===== src/logic/spsc_pkg.sv =====
`default_nettype none
package spsc_pkg;
	localparam int unsigned SPSC_CLK_NS = 25;
	localparam int unsigned SPSC_RAM_LEAD_CYC = 10;
	localparam int unsigned SPSC_EXIT_LEAD_NS = 100;
	localparam int unsigned SPSC_EXIT_LEAD_CYC = (SPSC_EXIT_LEAD_NS + SPSC_CLK_NS - 1) / SPSC_CLK_NS;
	localparam int unsigned SPSC_PW = 8;
	localparam logic [31:0] SPSC_OFF_CTRL = 32'h0000_0000;
	localparam logic [31:0] SPSC_OFF_DIR = 32'h0000_0004;
	localparam logic [31:0] SPSC_OFF_LATCH = 32'h0000_0008;
	localparam logic [31:0] SPSC_OFF_PERI = 32'h0000_000c;
	localparam logic [31:0] SPSC_OFF_STAT = 32'h0000_0010;
	localparam logic [31:0] SPSC_OFF_ADDR = 32'h0000_0014;
	localparam int unsigned SPSC_B_RAM_EN = 0;
	localparam int unsigned SPSC_B_SWSTBY = 1;
	localparam int unsigned SPSC_B_SLEEP = 2;
	localparam int unsigned SPSC_B_MODE = 4;
	localparam logic [1:0] SPSC_MODE_SINGLE = 2'h3;
	localparam logic [1:0] SPSC_MODE_EXPSEL = 2'h2;
	localparam logic [7:0] SPSC_CLK_PIN = 8'h06;
	typedef enum logic [2:0] {SPSC_RUN, SPSC_INIT, SPSC_HWSTBY, SPSC_EXIT} spsc_state_e;
	typedef struct packed {
		logic [SPSC_PW-1:0] out;
		logic [SPSC_PW-1:0] oe_n;
		logic [SPSC_PW-1:0] pull;
	} spsc_pins_s;
endpackage : spsc_pkg
`default_nettype wire


===== src/logic/spsc_top.sv =====
// Added by the designer: the address map and the AHB-Lite register port.
`default_nettype none
// Behaviour
// RULE_01 - With RAM kept, board asserts chip init 10 clocks before deep sleep pin.
// RULE_02 - Board keeps chip init asserted until deep sleep pin is low.
// RULE_03 - Without RAM retention, chip init need not lead the deep sleep pin.
// RULE_04 - Board asserts chip init about 100 ns before releasing deep sleep.
// RULE_05 - Held input pins float; pull-up only when direction 0 and latch 1.
// RULE_06 - Held output pins keep driving their last output level.
// RULE_07 - Peripheral pins revert to general ports when peripherals reset on state change.
// RULE_08 - General port direction follows its direction bit, unless a peripheral owns it.
// RULE_09 - Single-chip software standby: clock pin high if direction 1, else floating.
// RULE_10 - Single-chip sleep: clock pin carries system clock if direction 1, else floats.
// RULE_11 - Single-chip normal: clock pin outputs clock if direction 1, else input.
// RULE_12 - Expanded select mode standby: address pins low if direction 1, else held.
// RULE_13 - During sleep, address pins keep driving the last accessed address.
// RULE_14 - Hardware standby floats every port pin regardless of mode or direction.
module spsc_top
	import spsc_pkg::*;
(
	input  wire logic               CLK_IN,
	input  wire logic               SYS_RST_IN,
	input  wire logic               CHIP_INIT_N_IN,
	input  wire logic               DEEP_SLEEP_PIN_N_IN,
	input  wire logic [SPSC_PW-1:0] PERI_OUT_IN,
	input  wire logic [SPSC_PW-1:0] PIN_IN,
	input  wire logic [31:0]        HADDR,
	input  wire logic [1:0]         HTRANS,
	input  wire logic               HWRITE,
	input  wire logic [2:0]         HSIZE,
	input  wire logic [31:0]        HWDATA,
	input  wire logic               HSEL,
	input  wire logic               HREADY,
	output logic [31:0]             HRDATA,
	output logic                    HREADYOUT,
	output logic                    HRESP,
	output logic [SPSC_PW-1:0]      PIN_OUT,
	output logic [SPSC_PW-1:0]      PIN_OE_N_OUT,
	output logic [SPSC_PW-1:0]      PIN_PULLUP_OUT,
	output logic [SPSC_PW-1:0]      ADDR_PIN_OUT,
	output logic                    CLK_PIN_OUT,
	output logic                    CLK_PIN_OE_N_OUT,
	output logic                    HW_STANDBY_OUT,
	output logic                    RAM_KEEP_OK_OUT
);
	// ==========================================
	// Bus slave
	logic [31:0]        ctrl_reg;
	logic [SPSC_PW-1:0] dir_reg;
	logic [SPSC_PW-1:0] latch_reg;
	logic [SPSC_PW-1:0] peri_reg;
	logic [SPSC_PW-1:0] addr_reg;
	logic [31:0]        a_addr_reg;
	logic               a_wr_reg;
	logic               a_rd_reg;
	logic [31:0]        rd_next;
	spsc_state_e        state_reg;
	logic [3:0]         lead_reg;
	logic               ram_ok_reg;
	logic               init_q_reg;
	wire                take = HSEL && HREADY && HTRANS[1];
	wire                wr_en = a_wr_reg;
	wire [1:0]          mode = ctrl_reg[SPSC_B_MODE +: 2];
	wire                sw_standby = ctrl_reg[SPSC_B_SWSTBY];
	wire                sleep = ctrl_reg[SPSC_B_SLEEP] && !sw_standby;
	wire                hw_standby = (state_reg == SPSC_HWSTBY);
	wire                ram_en = ctrl_reg[SPSC_B_RAM_EN];
	wire                in_init = (state_reg == SPSC_INIT) || (state_reg == SPSC_EXIT);
	always_ff @(posedge CLK_IN) begin
		if (SYS_RST_IN) begin
			a_wr_reg   <= 1'b0;
			a_rd_reg   <= 1'b0;
			a_addr_reg <= 32'h0000_0000;
		end else begin
			a_wr_reg   <= take && HWRITE;
			a_rd_reg   <= take && !HWRITE;
			a_addr_reg <= HADDR;
		end
	end
	always_comb begin
		rd_next = 32'h0000_0000;
		case (a_addr_reg)
			SPSC_OFF_CTRL:  rd_next = ctrl_reg;
			SPSC_OFF_DIR:   rd_next = {24'h000000, dir_reg};
			SPSC_OFF_LATCH: rd_next = {24'h000000, latch_reg};
			SPSC_OFF_PERI:  rd_next = {24'h000000, peri_reg};
			SPSC_OFF_STAT:  rd_next = {29'h0, ram_ok_reg, hw_standby, in_init};
			SPSC_OFF_ADDR:  rd_next = {24'h000000, addr_reg};
			default:        rd_next = 32'h0000_0000;
		endcase
	end
	assign HRDATA = a_rd_reg ? rd_next : 32'h0000_0000;
	assign HREADYOUT = 1'b1;
	assign HRESP = 1'b0;
	// ==========================================
	// Registers, cleared on chip init except the RAM enable bit, so peripherals drop their pins
	always_ff @(posedge CLK_IN) begin
		if (SYS_RST_IN || in_init) begin
			dir_reg   <= 8'h00;
			latch_reg <= 8'h00;
			peri_reg  <= 8'h00;
			addr_reg  <= 8'h00;
			ctrl_reg  <= {ctrl_reg[31:1] & 31'h0, (SYS_RST_IN ? 1'b0 : ram_en)};
		end else begin
			if (sw_standby) begin
				peri_reg <= 8'h00; // RULE_07
			end
			if (wr_en && a_addr_reg == SPSC_OFF_CTRL) ctrl_reg <= HWDATA;
			if (wr_en && a_addr_reg == SPSC_OFF_DIR) dir_reg <= HWDATA[SPSC_PW-1:0];
			if (wr_en && a_addr_reg == SPSC_OFF_LATCH) latch_reg <= HWDATA[SPSC_PW-1:0];
			if (wr_en && a_addr_reg == SPSC_OFF_PERI && !sw_standby) peri_reg <= HWDATA[SPSC_PW-1:0];
			if (wr_en && a_addr_reg == SPSC_OFF_ADDR && !sleep) addr_reg <= HWDATA[SPSC_PW-1:0]; // RULE_13
		end
	end
	// ==========================================
	// Hardware standby sequencing
	// Chip init is watched for its lead before standby; a short lead loses RAM retention.
	always_ff @(posedge CLK_IN) begin
		if (SYS_RST_IN) begin
			state_reg  <= SPSC_RUN;
			lead_reg   <= 4'h0;
			ram_ok_reg <= 1'b0;
			init_q_reg <= 1'b1;
		end else begin
			init_q_reg <= CHIP_INIT_N_IN;
			case (state_reg)
				SPSC_RUN: begin
					lead_reg <= 4'h0;
					if (!DEEP_SLEEP_PIN_N_IN) begin
						state_reg  <= SPSC_HWSTBY;
						ram_ok_reg <= 1'b0; // RULE_03
					end else if (!CHIP_INIT_N_IN) begin
						state_reg <= SPSC_INIT;
					end
				end
				SPSC_INIT: begin
					if (lead_reg != 4'hf) lead_reg <= lead_reg + 4'h1;
					if (!DEEP_SLEEP_PIN_N_IN) begin
						state_reg  <= SPSC_HWSTBY;
						ram_ok_reg <= ram_en
							&& (32'(lead_reg) >= SPSC_RAM_LEAD_CYC - 1); // RULE_01
					end else if (CHIP_INIT_N_IN) begin
						state_reg <= SPSC_RUN;
					end
				end
				SPSC_HWSTBY: begin
					// On standby release, go to the exit state if init is low, else straight back to run. RULE_04
					if (DEEP_SLEEP_PIN_N_IN) state_reg <= CHIP_INIT_N_IN ? SPSC_RUN : SPSC_EXIT;
				end
				SPSC_EXIT: begin
					if (CHIP_INIT_N_IN) state_reg <= SPSC_RUN; // RULE_02
				end
				default: state_reg <= SPSC_RUN;
			endcase
		end
	end
	assign HW_STANDBY_OUT = hw_standby;
	assign RAM_KEEP_OK_OUT = ram_ok_reg;
	// ==========================================
	// Pin states
	spsc_pins_s pins;
	genvar g;
	generate
		for (g = 0; g < SPSC_PW; g++) begin : g_pin
			wire own = peri_reg[g] && !sw_standby && !sleep; // RULE_08
			wire drv = own || dir_reg[g]; // RULE_08
			assign pins.out[g] = own ? PERI_OUT_IN[g] : latch_reg[g]; // RULE_06
			assign pins.oe_n[g] = hw_standby || in_init || !drv; // RULE_14
			assign pins.pull[g] = !hw_standby && !in_init && !drv && latch_reg[g]; // RULE_05
		end
	endgenerate
	assign PIN_OUT = pins.out;
	assign PIN_OE_N_OUT = pins.oe_n;
	assign PIN_PULLUP_OUT = pins.pull;
	wire addr_standby_low = (mode == SPSC_MODE_EXPSEL) && sw_standby; // RULE_12
	assign ADDR_PIN_OUT = addr_standby_low ? (addr_reg & ~dir_reg) : addr_reg; // RULE_12
	wire ck_dir = dir_reg[SPSC_CLK_PIN[2:0]];
	wire single = (mode == SPSC_MODE_SINGLE);
	// Clock pin: forced high in single-chip software standby, else the system clock. RULE_09 RULE_10 RULE_11
	assign CLK_PIN_OUT = (single && sw_standby) ? 1'b1 : CLK_IN;
	assign CLK_PIN_OE_N_OUT = hw_standby || (single ? !ck_dir : in_init);
	// ==========================================
	// Checks
	hw_float_a: assert property (@(posedge CLK_IN) disable iff (SYS_RST_IN) // RULE_14
		hw_standby |-> (PIN_OE_N_OUT == 8'hff) && CLK_PIN_OE_N_OUT)
		else $error("pins driven in hardware standby");
	pull_gate_a: assert property (@(posedge CLK_IN) disable iff (SYS_RST_IN) // RULE_05
		(PIN_PULLUP_OUT & ~(PIN_OE_N_OUT & latch_reg)) == 8'h00)
		else $error("pull-up on wrong pin");
	standby_ckhi_a: assert property (@(posedge CLK_IN) disable iff (SYS_RST_IN) // RULE_09
		single && sw_standby && !hw_standby && ck_dir |-> CLK_PIN_OUT && !CLK_PIN_OE_N_OUT)
		else $error("clock pin not high in standby");
	ck_float_a: assert property (@(posedge CLK_IN) disable iff (SYS_RST_IN) // RULE_11
		single && !ck_dir |-> CLK_PIN_OE_N_OUT)
		else $error("clock pin driven with direction 0");
	addr_low_a: assert property (@(posedge CLK_IN) disable iff (SYS_RST_IN) // RULE_12
		addr_standby_low |-> (ADDR_PIN_OUT & dir_reg) == 8'h00)
		else $error("address pin not low");
	addr_hold_a: assert property (@(posedge CLK_IN) disable iff (SYS_RST_IN) // RULE_13
		sleep && $past(sleep) |-> $stable(addr_reg))
		else $error("address moved in sleep");
	out_hold_a: assert property (@(posedge CLK_IN) disable iff (SYS_RST_IN) // RULE_06
		!pins.oe_n[0] && !peri_reg[0] |-> PIN_OUT[0] == latch_reg[0])
		else $error("output level lost");
	ram_lead_a: assert property (@(posedge CLK_IN) disable iff (SYS_RST_IN) // RULE_01
		$rose(ram_ok_reg) |-> $past(lead_reg) >= 4'h9)
		else $error("RAM kept with short lead");
	// ==========================================
	// Clock pin and port direction checks
	// These checks pin down the sleep, normal, software standby and expanded
	// modes of the clock pin separately, because a single combined expression would hide which mode went wrong.
	sleep_ck_drive_a: assert property (@(posedge CLK_IN) disable iff (SYS_RST_IN) // RULE_10
		single && sleep && !hw_standby && ck_dir
		|-> !CLK_PIN_OE_N_OUT)
		else $error("clock pin not driven in sleep");
	sleep_ck_float_a: assert property (@(posedge CLK_IN) disable iff (SYS_RST_IN) // RULE_10
		single && sleep && !ck_dir
		|-> CLK_PIN_OE_N_OUT)
		else $error("clock pin driven in sleep with direction 0");
	run_ck_drive_a: assert property (@(posedge CLK_IN) disable iff (SYS_RST_IN) // RULE_11
		single && !sw_standby && !sleep && !hw_standby && ck_dir
		|-> !CLK_PIN_OE_N_OUT)
		else $error("clock pin not driven in normal operation");
	sw_ck_float_a: assert property (@(posedge CLK_IN) disable iff (SYS_RST_IN) // RULE_09
		single && sw_standby && !ck_dir
		|-> CLK_PIN_OE_N_OUT)
		else $error("clock pin driven in standby with direction 0");
	sw_ck_level_a: assert property (@(posedge CLK_IN) disable iff (SYS_RST_IN) // RULE_09
		single && sw_standby
		|-> CLK_PIN_OUT)
		else $error("clock pin level not high in standby");
	exp_ck_drive_a: assert property (@(posedge CLK_IN) disable iff (SYS_RST_IN) // RULE_11
		!single && !hw_standby && !in_init
		|-> !CLK_PIN_OE_N_OUT)
		else $error("clock pin not driven in expanded mode");
	gp_dir_a: assert property (@(posedge CLK_IN) disable iff (SYS_RST_IN) // RULE_08
		!hw_standby && !in_init
		|-> (((~PIN_OE_N_OUT) ^ dir_reg) & ~peri_reg) == 8'h00)
		else $error("port direction differs from direction bit");
	peri_drive_a: assert property (@(posedge CLK_IN) disable iff (SYS_RST_IN) // RULE_08
		!hw_standby && !in_init && !sw_standby && !sleep
		|-> (PIN_OE_N_OUT & peri_reg) == 8'h00)
		else $error("peripheral pin not driven");
	peri_level_a: assert property (@(posedge CLK_IN) disable iff (SYS_RST_IN) // RULE_08
		!sw_standby && !sleep
		|-> ((PIN_OUT ^ PERI_OUT_IN) & peri_reg) == 8'h00)
		else $error("peripheral level not on pin");
	// ==========================================
	// State change and hold checks
	// Peripheral ownership must be gone one edge after standby is seen, so a
	// pin never keeps a peripheral level that no running module produces.
	peri_drop_a: assert property (@(posedge CLK_IN) disable iff (SYS_RST_IN) // RULE_07
		sw_standby
		|=> (peri_reg == 8'h00))
		else $error("peripheral kept its pins in standby");
	init_float_a: assert property (@(posedge CLK_IN) disable iff (SYS_RST_IN) // RULE_07
		in_init
		|-> (PIN_OE_N_OUT == 8'hff) && (PIN_PULLUP_OUT == 8'h00))
		else $error("pin driven during chip init");
	init_clear_a: assert property (@(posedge CLK_IN) disable iff (SYS_RST_IN) // RULE_07
		in_init
		|=> (peri_reg == 8'h00) && (dir_reg == 8'h00))
		else $error("port bits survived chip init");
	pull_exact_a: assert property (@(posedge CLK_IN) disable iff (SYS_RST_IN) // RULE_05
		!hw_standby && !in_init
		|-> PIN_PULLUP_OUT == (PIN_OE_N_OUT & latch_reg))
		else $error("pull-up differs from input and latch");
	held_level_a: assert property (@(posedge CLK_IN) disable iff (SYS_RST_IN) // RULE_06
		!in_init
		|-> ((PIN_OUT ^ latch_reg) & ~PIN_OE_N_OUT & ~peri_reg) == 8'h00)
		else $error("output pin lost its latch level");
	addr_keep_a: assert property (@(posedge CLK_IN) disable iff (SYS_RST_IN) // RULE_12
		addr_standby_low
		|-> ((ADDR_PIN_OUT ^ addr_reg) & ~dir_reg) == 8'h00)
		else $error("input address pin not held");
	addr_pass_a: assert property (@(posedge CLK_IN) disable iff (SYS_RST_IN) // RULE_13
		!addr_standby_low
		|-> ADDR_PIN_OUT == addr_reg)
		else $error("address pins differ from last address");
	addr_frozen_a: assert property (@(posedge CLK_IN) disable iff (SYS_RST_IN) // RULE_13
		sleep && wr_en && (a_addr_reg == SPSC_OFF_ADDR) && !in_init
		|=> $stable(addr_reg))
		else $error("address written during sleep");
	// ==========================================
	// Hardware standby sequencing checks
	hw_pull_off_a: assert property (@(posedge CLK_IN) disable iff (SYS_RST_IN) // RULE_14
		hw_standby
		|-> PIN_PULLUP_OUT == 8'h00)
		else $error("pull-up on in hardware standby");
	hw_enter_a: assert property (@(posedge CLK_IN) disable iff (SYS_RST_IN) // RULE_14
		((state_reg == SPSC_RUN) || (state_reg == SPSC_INIT)) && !DEEP_SLEEP_PIN_N_IN
		|=> hw_standby)
		else $error("hardware standby not entered");
	hw_stay_a: assert property (@(posedge CLK_IN) disable iff (SYS_RST_IN) // RULE_14
		hw_standby && !DEEP_SLEEP_PIN_N_IN
		|=> hw_standby)
		else $error("hardware standby left early");
	ram_gate_a: assert property (@(posedge CLK_IN) disable iff (SYS_RST_IN) // RULE_01
		$rose(ram_ok_reg)
		|-> $past(ram_en))
		else $error("RAM kept with RAM enable clear");
	ram_short_a: assert property (@(posedge CLK_IN) disable iff (SYS_RST_IN) // RULE_03
		hw_standby && !$past(hw_standby) && ($past(state_reg) == SPSC_RUN)
		|-> !ram_ok_reg)
		else $error("RAM kept without chip init lead");
endmodule : spsc_top
`default_nettype wire


===== config.mk =====
export PLATFORM = sky130hd
export DESIGN_NAME = spsc_top
export DESIGN_NICKNAME = d
export VERILOG_FILES = /design/src/logic/spsc_pkg.sv /design/src/logic/spsc_top.sv
export SDC_FILE = /design/constraint.sdc
export NUM_CORES = 1
export LEC_CHECK = 0
export ABC_AREA = 1
export BUFFER_PORTS_ARGS = -buffer_cell sky130_fd_sc_hd__buf_2
export CAP_MARGIN = 20
export CORE_MARGIN = 8
export CORE_UTILIZATION = 45
export CTS_CLUSTER_DIAMETER = 40
export DETAILED_ROUTE_END_ITERATION = 16
export HOLD_SLACK_MARGIN = 0.12
export PLACE_DENSITY = 0.72
export SETUP_SLACK_MARGIN = 0.2
export SLEW_MARGIN = 20
export SYNTH_ARGS = -nofsm -noshare
export SYNTH_HDL_FRONTEND = slang
export SYNTH_SLANG_ARGS = --single-unit
export TNS_END_PERCENT = 1

===== constraint.sdc =====
create_clock -name CLK_IN -period 3.2 [get_ports CLK_IN]
set_clock_uncertainty 0.2 [all_clocks]
set_input_delay 0.32 -clock CLK_IN [delete_from_list [all_inputs] [get_ports CLK_IN]]
set_output_delay 0.32 -clock CLK_IN [all_outputs]
set_load 0.03 [all_outputs]

Word-level counts from Yosys, hierarchy flattened
Index checks and enable logic that the tools add are counted.
Storage, ports and cells
  bits in registers: 106
  latch bits: 0
  bits in writable memories: 0
  ROM bits: 0
  bits of input ports: 92
  output and inout bits: 70
  logic and storage cells: 154
  memories: 0
Cells by class
  $add $sub $neg: 1
  multipliers: 0
  divide/modulo/power cells: 0
  order comparisons: 1
  eq/ne operators: 17
  shifts and indexed selects: 0
  muxes and demuxes: 30
  bitwise operators: 2
  reduce and logical (&&, ||, !) cells: 91
Operators with widths (count)
  $pmux 32 s6: 1
  $eq 32x4->1 const B: 2
  $eq 32x5->1 const B: 2
  $logic_and 1x1->1: 48
  $eq 32x3->1 const B: 1
  $logic_not 32->1: 1
  $mux 32: 1
  $mux 8: 3
  $logic_or 1x1->1: 20
  $mux 1: 15
  $mux 3: 5
  $logic_not 1->1: 14
  $pmux 3 s4: 1
  $and 8x8->8: 1
  $ne 2x2->1 const B: 4
  $not 8->8: 1
  $pmux 4 s2: 1
  $eq 3x2->1 const B: 2
  $reduce_and 2->1: 3
  $reduce_bool 2->1: 3
  $add 4x1->4 const B: 1
  $eq 2x2->1 const B: 2
  $ge 4x4->1 const B: 1
  $mux 4: 1
  8 further kinds: 8

Longest topological paths before layout
  depth in word-level cells: 8
  depth in mapped cells: 11
  mapped depth without buffers: 11

==> impl_metrics.yaml <==
critical_path:
  worstPathArrival_ps: 2350
  reg2reg_from: "a_addr_reg[13]"
  endpoint_kind: "output port"
  r2r_slack_ps: 950
  crit_fanout: 5
  worstReg2RegEnd: "ctrl_reg[12]"
  ff2ff_path_depth: 10
  crit_type: "flip-flop to output port"
  critPathLaunchType: "flip-flop"
  worstPathRequired_ps: 2680
final_layout:
  drive_gt1_frac: 0.207
  num_antenna_cells: 0
  register_area_um2: 2130
  fillCellCount: 987
  instances_no_fill: 1075
  multi_input_area_um2: 2170
  fin_nets: 1025
  area_growth_pct: 36.3
synthesis:
  synth_seq_cells: 106
  yosysSeqAreaShare: 0.434
  synth-async-reset-ratio: 0
  yosysWarnings: 0
  syn_area_um2: 4910
  synth.top_cell.area_share: 0.428
  yosys.area.top_type: "dfxtp_1"
  synth_commonest_cells: "117 x inv_1, 108 x nor2_1, 105 x dfxtp_1, 92 x nand2_1, 74 x a21oi_1"
  avgSynthCellArea_um2: 6.83
  synthCells: 718
  synth_cell_types: 29
  synth.most_common_cell: "inv_1"
  synth-edff-count: 1
  synth_flop_cell: "dfxtp_1"
  synthTopCellsByArea: "dfxtp_1 43%, inv_1 8.9%, nor2_1 8.3%, a21oi_1 7.5%, nand2_1 7.0%"
sta:
  layout_min_cycle_time_ps: 2870
  hold_viol: 0
  rsz0062_at_grt: "yes"
  tns_ps: 0
  max_freq_mhz: 348
  slew_headroom: 0.512
  period_share: 0.898
  setup_viol: 0
  fin_ws_ps: 326
  slew_violations: 0
  worstMarginPinSlew_ps: 731
grt:
  grt.total_usage: 0.209
  overflow: 0
  grt_pass1_vias: 4918
  grt_pass1_wl_um: 24500
  grt_antenna_before_repair: 0
  grt_max_degree: 58
worst_hold_path:
  hold-path-endpoint: "a_addr_reg[7]"
  min_from: "SYS_RST_IN"
  whs_path_depth: 3
  worstHoldPathType: "input port to flip-flop"
floorplan:
  initial_core_util: 0.457
  die_area_um2: 14500
  core_um2: 10700
  rows: 38
  num_io_pins: 162
  dieWidth_um: 120
  die_h_um: 120
run:
  maxCapViolations: 0
placed_design:
  placed_cells: 985
  numPortBuffers: 147
  routabilityCongestion: 0.804
  place_ws_ps: 732
  dp_hpwl_um: 10100
routing:
  drt-initial-drc-count: 429
  viasPerCell: 4.94
  vias: 5311
  antenna_left: 0
  drc: 0
  post_drt_wl_per_cell_um: 14.3
  wirelength_um: 15400
  dr.pass1.iters: 5
power:
  p_leak_nw: 3.04
  ir_drop_mv: 0.205
  powerDensity_nw_per_um2: 387
clock_network:
  clk_pin_slew_ps: 110
  clk_latency_ps: 480
  cts_tree: "built"
  cts_setup_buffers: 0
run_status:
  status: "finished, final reports clean"
placed cells by master (no fill, tap or decap), types with 4 or more instances in the layout:
master	netlist	layout
a21boi_0	8	8
a21oi_1	74	74
buf_2	7	147
buf_4	5	11
clkbuf_8	0	12
dfxtp_1	105	105
dlygate4sd3_1	0	71
inv_1	117	117
nand2_1	92	92
nand3_1	55	55
nor2_1	108	106
nor2_2	3	4
nor2_4	3	4
nor3_1	39	39
o21ai_0	56	56
o21ai_1	4	4
per-stage QoR:
step	total power [W]	instance area, µm²	util	hold WS, ps
floorplan	0.00154	4910	-	192
global placement	0.00163	5740	0.534	242
detailed placement	0.00163	5740	0.534	246
CTS	0.00260	6690	0.622	124
global route	0.00270	6690	0.622	136
finish	0.00259	6690	0.622	134
report_power, final:
group          internal, W  switching [W]
combinational     0.000131       0.000135
sequential         0.00135      0.0000130
clock             0.000402       0.000562
total              0.00188       0.000710
repair_timing:
item	CTS	global route
gates resized for setup	1	1
hold endpoints to repair	101	0
setup endpoints to repair	1	10
gates cloned	0	0
pin swaps	0	0
hold buffers	71	0
cell families after synthesis:
family | Yosys count | synth area share
simple gates | 309 | 0.274
buf+inv | 151 | 0.126
flops | 106 | 0.434
other cells | 2 | 0.00153
compound gates | 147 | 0.157
fa+ha+maj | 3 | 0.00765
worst max-delay path, stage by stage (launching register included):
cell	delay, ps
dfxtp_1	330
inv_1	50
nand2_1	50
nor2_1	200
nand2_1	130
nor2_4	230
nand2_1	210
o21ai_0	190
inv_1	50
a21oi_1	200
buf_2	240
metal layers:
metal	track usage	share of wire	up-vias
met5	0	0	-
met4	0.0796	0.020	0
met3	0.0727	0.10	31
met2	0.335	0.44	227
met1	0.254	0.43	2350
li1	-	-	2703
area by class of cell:
| cell class | instances | share of cell area |
|---|---|---|
| Multi-Input combinational cell | 462 | 0.325 |
| Tap cell | 140 | 0.0262 |
| Timing Repair Buffer | 228 | 0.228 |
| Inverter | 119 | 0.0668 |
| Clock inverter | 7 | 0.0103 |
| Sequential cell | 106 | 0.319 |
| Clock buffer | 13 | 0.0254 |
worst max-delay path by stage:
stage	to	slack, ps	startpoint
floorplan	HRDATA[1]	680	state_reg[2]
global placement	HRDATA[2]	770	a_addr_reg[7]
detailed placement	HRDATA[2]	730	a_addr_reg[6]
CTS	HRDATA[6]	260	a_addr_reg[6]
global route	HRDATA[2]	120	a_addr_reg[7]
finish	HRDATA[2]	330	a_addr_reg[7]
No activity file was read; power rests on OpenSTA's default activity.
